===== src/logic/addr_decode_pkg.sv =====
// Purpose: Shared constants for file-address decode of byte and bit instructions
// Assumes: 12-bit data address space, 16-bit instruction words
// Notes:   Access bit, destination bit and opcode field positions are named here only once

`default_nettype none

package addr_decode_pkg;

   // ----------------------------------------------------------------
   // Widths
   // ----------------------------------------------------------------
   localparam int ADDR_W  = 12;
   localparam int BANK_W  = 4;
   localparam int OPER_W  = 8;
   localparam int INSTR_W = 16;

   // ----------------------------------------------------------------
   // Field positions inside the instruction word
   // ----------------------------------------------------------------
   localparam int A_BIT   = 8;
   localparam int D_BIT   = 9;
   localparam int OP_HI   = 15;

   // ----------------------------------------------------------------
   // Address map
   // ----------------------------------------------------------------
   localparam logic [OPER_W-1:0] OFFSET_LIMIT = 8'h5F;
   localparam logic [OPER_W-1:0] ACCESS_SPLIT = 8'h80;
   localparam logic [BANK_W-1:0] LOW_BANK     = 4'h0;
   localparam logic [BANK_W-1:0] SFR_BANK     = 4'hF;
   localparam logic [BANK_W-1:0] ZERO_BANK    = 4'h0;
   localparam logic [ADDR_W-1:0] ZERO_ADDR    = 12'h000;
   localparam logic [OPER_W-1:0] ZERO_BYTE    = 8'h00;

   // ----------------------------------------------------------------
   // Opcode classes that carry the access select bit
   // ----------------------------------------------------------------
   localparam logic [3:0] OP_FILE_FIRST = 4'h1;
   localparam logic [3:0] OP_FILE_LAST  = 4'hB;
   localparam logic [3:0] OP_BIT_FIRST  = 4'h7;
   localparam logic [6:0] OP_MUL_FILE   = 7'h01;
   localparam logic [5:0] OP_DEC_FILE   = 6'h01;
   localparam logic [5:0] OP_XOR_FILE   = 6'h06;

endpackage

`default_nettype wire


===== src/logic/addr_calc_if.sv =====
// Purpose: Carrier between the decoder and its address calculator
// Assumes: One clock domain, purely combinational calculator
// Notes:   None

`default_nettype none

interface addr_calc_if;
   import addr_decode_pkg::*;

   logic [OPER_W-1:0] operand;
   logic              access_bit;
   logic              ext_enable;
   logic [BANK_W-1:0] bank;
   logic [ADDR_W-1:0] pointer;
   logic [ADDR_W-1:0] addr;
   logic              indexed;

   modport requester (output operand, access_bit, ext_enable, bank, pointer,
                      input  addr, indexed);
   modport calc      (input  operand, access_bit, ext_enable, bank, pointer,
                      output addr, indexed);
endinterface

`default_nettype wire


===== src/logic/file_addr_calc.sv =====
// Purpose: Map a file operand to a data-memory address
// Assumes: Inputs stable for the cycle in which they are used
// Notes:   Combinational; the decoder registers the result

`default_nettype none

module file_addr_calc
   import addr_decode_pkg::*;
(
   addr_calc_if.calc io
);

   always_comb begin
      // Only low operands with the access bit clear become offsets
      io.indexed = io.ext_enable && !io.access_bit
                   && (io.operand <= OFFSET_LIMIT);
      if (io.indexed) begin
         io.addr = io.pointer + {ZERO_BANK, io.operand};
      end else if (io.access_bit) begin
         io.addr = {io.bank, io.operand};
      end else if (io.operand < ACCESS_SPLIT) begin
         // Same low window as an offset from a zero pointer
         io.addr = {LOW_BANK, io.operand};
      end else begin
         io.addr = {SFR_BANK, io.operand};
      end
   end

endmodule

`default_nettype wire


===== src/logic/indexed_literal_offset_addr_decode.sv =====
// Functional notes
// - Extension off: operand is literal, in access bank if a=0, else in selected bank.
// - Extension on, a=0: operand 5Fh or below is an offset added to pointer two.
// - In extended mode operands above 5Fh keep their literal access-bank meaning.
// - The remap applies to every byte and bit instruction that carries the access bit.
// - With pointer two at zero, offset access hits the literal access-bank locations.
// - In both modes d=0 sends the result to the working register, d=1 to the file.
// - Enabling the extension also turns on offset addressing for standard instructions.
// - Xor-with-file XORs working register and file data and sets the N and Z flags.
//
// Purpose: File-address decode for byte and bit instructions, standard and extended
// Assumes: instr_word, file_data and working_reg are valid in the cycle instr_valid is high
// Notes:   Results appear one enabled clock after the instruction is presented

`default_nettype none

module indexed_literal_offset_addr_decode
   import addr_decode_pkg::*;
#(
   parameter int DATA_ADDR_W = ADDR_W
)(
   input  wire logic                  clk,
   input  wire logic                  rst,
   input  wire logic                  ce,
   input  wire logic                  ext_enable,
   input  wire logic                  instr_valid,
   input  wire logic [INSTR_W-1:0]    instr_word,
   input  wire logic [BANK_W-1:0]     bank_select_register,
   input  wire logic [ADDR_W-1:0]     indirect_pointer_two,
   input  wire logic [OPER_W-1:0]     working_reg,
   input  wire logic [OPER_W-1:0]     file_data,
   output var  logic                  addr_valid,
   output var  logic [ADDR_W-1:0]     file_addr,
   output var  logic                  indexed_mode,
   output var  logic                  dest_file,
   output var  logic                  xor_valid,
   output var  logic [OPER_W-1:0]     xor_result,
   output var  logic                  flag_n,
   output var  logic                  flag_z
);

   // ----------------------------------------------------------------
   // Parameter check
   // ----------------------------------------------------------------
   if (DATA_ADDR_W != ADDR_W) begin : g_bad_width
      $error("DATA_ADDR_W must equal the bank plus operand width");
   end

   // ----------------------------------------------------------------
   // State
   // ----------------------------------------------------------------
   typedef struct packed {
      logic              addr_valid;
      logic [ADDR_W-1:0] file_addr;
      logic              indexed;
      logic              dest_file;
      logic              xor_valid;
      logic [OPER_W-1:0] xor_result;
      logic              flag_n;
      logic              flag_z;
   } state_t;

   localparam state_t RESET_STATE = '{addr_valid: 1'b0, file_addr: ZERO_ADDR,
                                      indexed: 1'b0, dest_file: 1'b0,
                                      xor_valid: 1'b0, xor_result: ZERO_BYTE,
                                      flag_n: 1'b0, flag_z: 1'b0};

   state_t state;
   state_t next_state;

   addr_calc_if calc_bus ();

   file_addr_calc u_calc (
      .io (calc_bus)
   );

   // ----------------------------------------------------------------
   // Instruction class decode
   // ----------------------------------------------------------------
   logic                             affected;
   logic                             is_xor;
   logic [$bits(OP_FILE_FIRST)-1:0]  op_nib;
   logic [OPER_W-1:0]                xor_now;

   assign op_nib = instr_word[OP_HI -: $bits(OP_FILE_FIRST)];

   // Every opcode class carrying the access bit goes through the same path,
   // so no instruction can slip past the offset substitution
   assign affected = ((op_nib >= OP_FILE_FIRST) && (op_nib <= OP_FILE_LAST))
                     || (instr_word[OP_HI -: $bits(OP_MUL_FILE)] == OP_MUL_FILE)
                     || (instr_word[OP_HI -: $bits(OP_DEC_FILE)] == OP_DEC_FILE);
   assign is_xor   = (instr_word[OP_HI -: $bits(OP_XOR_FILE)] == OP_XOR_FILE);
   assign xor_now  = working_reg ^ file_data;

   assign calc_bus.operand    = instr_word[OPER_W-1:0];
   assign calc_bus.access_bit = instr_word[A_BIT];
   // Sampled per instruction; changing it mid-program remaps live code
   assign calc_bus.ext_enable = ext_enable;
   assign calc_bus.bank       = bank_select_register;
   assign calc_bus.pointer    = indirect_pointer_two;

   // ----------------------------------------------------------------
   // Next state
   // ----------------------------------------------------------------
   always_comb begin
      next_state = state;
      if (ce) begin
         next_state.addr_valid = instr_valid && affected;
         next_state.xor_valid  = instr_valid && is_xor;
         if (instr_valid && affected) begin
            next_state.file_addr = calc_bus.addr;
            next_state.indexed   = calc_bus.indexed;
            next_state.dest_file = instr_word[D_BIT];
         end
         if (instr_valid && is_xor) begin
            next_state.xor_result = xor_now;
            next_state.flag_n     = xor_now[OPER_W-1];
            next_state.flag_z     = (xor_now == ZERO_BYTE);
         end
      end
   end

   always_ff @(posedge clk) begin
      if (rst) begin
         state <= RESET_STATE;
      end else begin
         state <= next_state;
      end
   end

   assign addr_valid   = state.addr_valid;
   assign file_addr    = state.file_addr;
   assign indexed_mode = state.indexed;
   assign dest_file    = state.dest_file;
   assign xor_valid    = state.xor_valid;
   assign xor_result   = state.xor_result;
   assign flag_n       = state.flag_n;
   assign flag_z       = state.flag_z;

   logic              hlp_low;
   logic [ADDR_W-1:0] hlp_off;

   assign hlp_low = instr_word[OPER_W-1:0] <= OFFSET_LIMIT;
   assign hlp_off = indirect_pointer_two + {ZERO_BANK, instr_word[OPER_W-1:0]};
endmodule

`default_nettype wire


===== config.mk =====
export PLATFORM = sky130hd
export DESIGN_NAME = indexed_literal_offset_addr_decode
export DESIGN_NICKNAME = d
export VERILOG_FILES = /design/src/logic/addr_decode_pkg.sv /design/src/logic/addr_calc_if.sv /design/src/logic/file_addr_calc.sv /design/src/logic/indexed_literal_offset_addr_decode.sv
export SDC_FILE = /design/constraint.sdc
export NUM_CORES = 1
export LEC_CHECK = 0
export ABC_AREA = 1
export BUFFER_PORTS_ARGS = -buffer_cell sky130_fd_sc_hd__buf_2
export CAP_MARGIN = 15
export CORE_MARGIN = 2
export CORE_UTILIZATION = 35
export CTS_CLUSTER_DIAMETER = 80
export CTS_CLUSTER_SIZE = 8
export DETAILED_ROUTE_END_ITERATION = 16
export HOLD_SLACK_MARGIN = 0.06
export PLACE_DENSITY_LB_ADDON = 0.08
export RECOVER_POWER = 25
export SYNTH_ARGS = -nofsm -noshare
export SYNTH_HDL_FRONTEND = slang
export SYNTH_SLANG_ARGS = --single-unit

===== constraint.sdc =====
create_clock -name clk -period 2.98 [get_ports clk]
set_clock_uncertainty 0.2 [all_clocks]
set_input_delay 0.298 -clock clk [delete_from_list [all_inputs] [get_ports clk]]
set_output_delay 0.298 -clock clk [all_outputs]
set_load 0.02 [all_outputs]

==> results.sh <==
export IMPL_worstReg2RegStart="file_addr[4]"
export IMPL_dr_pass1_iters=4
export IMPL_clkLatencyLatePin_ps=260
export IMPL_power_leakage_nw=1.160
export IMPL_wl_per_cell_um=10.83
export IMPL_syn2layout_area_growth_pct=25.37
export IMPL_pwr_share_clk_pct=25.0
export IMPL_drc_errors=0
export IMPL_seq_area_frac_synth_pct=28.43
export IMPL_slew_headroom_pct=42.93
export IMPL_cp_start_kind="input pin"
export IMPL_routed_wl_mm=4.453
export IMPL_cts_resized=0
export IMPL_grtUsageTotal_pct=16.25
export IMPL_ys_ff_latch=25
export IMPL_synth_top_area_share_pct=28.43
export IMPL_vias=1838
export IMPL_drt_iter0_markers=90
export IMPL_die_x_um=74.92
export IMPL_synth_compound_area_share_pct=15.42
export IMPL_syn_inst=269
export IMPL_holdPathEnd="dest_file"
export IMPL_gp_congestion=0.8679
export IMPL_cts_sinks=25
export IMPL_period_minus_slack_ps=1741
export IMPL_cts_tree="yes"
export IMPL_grt_first_pass_wirelength_mm=7.169
export IMPL_critical_path_class="input pin to register"
export IMPL_synthArstFlopShare_pct=0
export IMPL_synth_edff_count=0
export IMPL_cts_buffer_depth=2
export IMPL_first_global_vias=1608
export IMPL_cp_data_arrival_time_ps=1740
export IMPL_cp_max_fo=20
export IMPL_p_int_uw=532.3
export IMPL_synth_distinct_cells=31
export IMPL_fin_hold_ws_ps=103.9
export IMPL_core_region_area_mm2=0.004786
export IMPL_min_period_over_period_pct=58.43
export IMPL_yosys_warnings=0
export IMPL_ios=79
export IMPL_clk_pin_slew_ps=80
export IMPL_setup_violations_final=0
export IMPL_antenna_found_initial=0
export IMPL_portBuffers=78
export IMPL_outcome="completed"
export IMPL_synth_adder_area_share_pct=6.823
export IMPL_synth_area_leader_cell="dfxtp_1"
export IMPL_switching_share_pct=31.22
export IMPL_grt_max_degree=21
export IMPL_syn_nets=331
export IMPL_rsz0062_at_grt="false"
export IMPL_fin_tns_setup_ps=0
export IMPL_critPathLaunch="rst"
export IMPL_dieArea_mm2=0.005613
export IMPL_maxCapViolations=0
export IMPL_cts_root_buf="clkbuf_8"
export IMPL_ys_flop_type="dfxtp_1"
export IMPL_synthMuxAreaShare_pct=0
export IMPL_final_max_slew_viol_count=0
export IMPL_max_freq_mhz=574.3
export IMPL_required_ps=2970
export IMPL_synth_top_family_by_area="simple AND/OR/NAND/NOR gates"
export IMPL_synthMostInstantiatedCell="nand2_1"
export IMPL_syn_area_per_cell_um2=6.544
export IMPL_cts_buffers=3
export IMPL_routed_via_density=4.472
export IMPL_p_seq_share_pct=45.7
export IMPL_h_tree_depth=1
export IMPL_comb_power_share_pct=29.4
export IMPL_r2r_end="file_addr[4]"
export IMPL_hpwl_mm=3.694
export IMPL_finalNetCount=407
export IMPL_worst_setup_path_end_kind="register"
export IMPL_initial_core_util_pct=36.78
export IMPL_switchingPower_uw=241.7
export IMPL_finalHoldViolCount=0
export IMPL_r2r_cells=4
export IMPL_n_antenna_cell=0
export IMPL_min_from="instr_word[9]"
export IMPL_netlist_area_mm2=0.001760
export IMPL_hold_path_class="input pin to register"
export IMPL_die_y_um=74.92
export IMPL_holdPathStages=3
export IMPL_synth_common_cells="nand2_1 (68), nor2_1 (41), inv_1 (28), dfxtp_1 (25)"
export IMPL_irDropWorstVdd_mv=0.1902
export IMPL_ant_nets=0
export IMPL_gr_total_overflow=0
export IMPL_yosys_area_share_xor_xnor_pct=5.473
export IMPL_powerDensity_mw_per_mm2=350.7
export IMPL_worst_pin_slew_ps=850.9
export IMPL_drive_above_1_share_pct=23.26
export IMPL_rows=25
export IMPL_yosys_area_share_simple_pct=33.69
export IMPL_synthTopCellsByArea="dfxtp_1 (28%), nand2_1 (14%), nor2_1 (8.7%)"
export IMPL_rrSetupSlack_ps=2120
==> per-layer routing <==
| layer | vias to the layer above | global-route usage (%) | routed length [um] |
|---|---|---|---|
| met5 | - | 0 | 0 |
| met4 | 0 | 2.381 | 19 |
| met3 | 2 | 3.614 | 279 |
| met2 | 52 | 25.05 | 1881 |
| met1 | 769 | 23.75 | 2272 |
| li1 | 1015 | - | - |
==> worst max path at each step <==
stage	endpoint	slack, ps
2_1_floorplan	file_addr[6]	1240
3_3_place_gp	file_addr[6]	1030
3_5_place_dp	file_addr[6]	1000
4_1_cts	file_addr[11]	1220
5_1_grt	file_addr[6]	990
6_report	file_addr[11]	1240
==> power groups by stage <==
stage                     combinational, mW  clock, mW  sequential [mW]
after floorplan                       0.132          0            0.378
after global placement                0.228          0            0.361
after detailed placement              0.229          0            0.361
after CTS                             0.231      0.201            0.353
after global routing                  0.262      0.218            0.355
final                                 0.227      0.193            0.353
==> worst max-delay path, stage by stage <==
cell           delay (ps)
dlygate4sd3_1         530
buf_2                 160
inv_1                 420
o21ai_0               180
a21oi_1               140
==> timing repair <==
item	4_1_cts	5_1_grt
hold endpoints to repair	3	0
buffers inserted	0	0
hold buffers	1	0
==> cells in the final DEF (no fill, tap or decap), drive strengths merged, types with 2 or more instances in the layout <==
cell and instances:
nand2 68, buf 66, nor2 43, inv 29, dfxtp 25, o21ai 24, a21oi 21, clkbuf 16
nand3 15, ha 8, xor2 7, nand4 5, xnor2 4, nor3 3, o211ai 2, or2 2
==> flip-flops by register name, summed over array words and instances, names as in the netlist <==
signal / cells
addr_valid: 1
dest_file: 1
file_addr: 12
flag_z: 1
indexed_mode: 1
xor_result: 8
xor_valid: 1
==> metrics by stage <==
step / power (mW) / cell area [um^2] / utilization [%] / std cells / setup slack (ps)
CTS: 0.7857 / 2222 / 46.43 / 411 / 1217
finish: 0.7739 / 2207 / 46.12 / 411 / 1239
global route: 0.8347 / 2207 / 46.12 / 411 / 993.3
detailed placement: 0.5903 / 2167 / 45.28 / 406 / 1002
global placement: 0.5899 / 2167 / 45.28 / 406 / 1034
floorplan: 0.5098 / 1760 / - / 269 / 1239
==> cell families (layout without fill, tap and decap cells) <==
| logic type | after synthesis | in the layout |
|---|---|---|
| AND/OR/NAND/NOR | 138 | 138 |
| AO/OA/AOI/OAI | 49 | 49 |
| flip-flops | 25 | 25 |
| buffers and inverters | 37 | 112 |
| XOR/XNOR | 11 | 11 |
| adder cells (fa/ha/maj) | 9 | 9 |
==> area by class of cell <==
cell class	instances	area [um^2]
timing repair buffer	79	385.4
inverter	29	111.4
sequential	25	500.5
multi-input combinational	207	1081
tap	67	83.83
clock buffer	4	45.04
fill	548	2579
(Power assumes the default switching activity.)
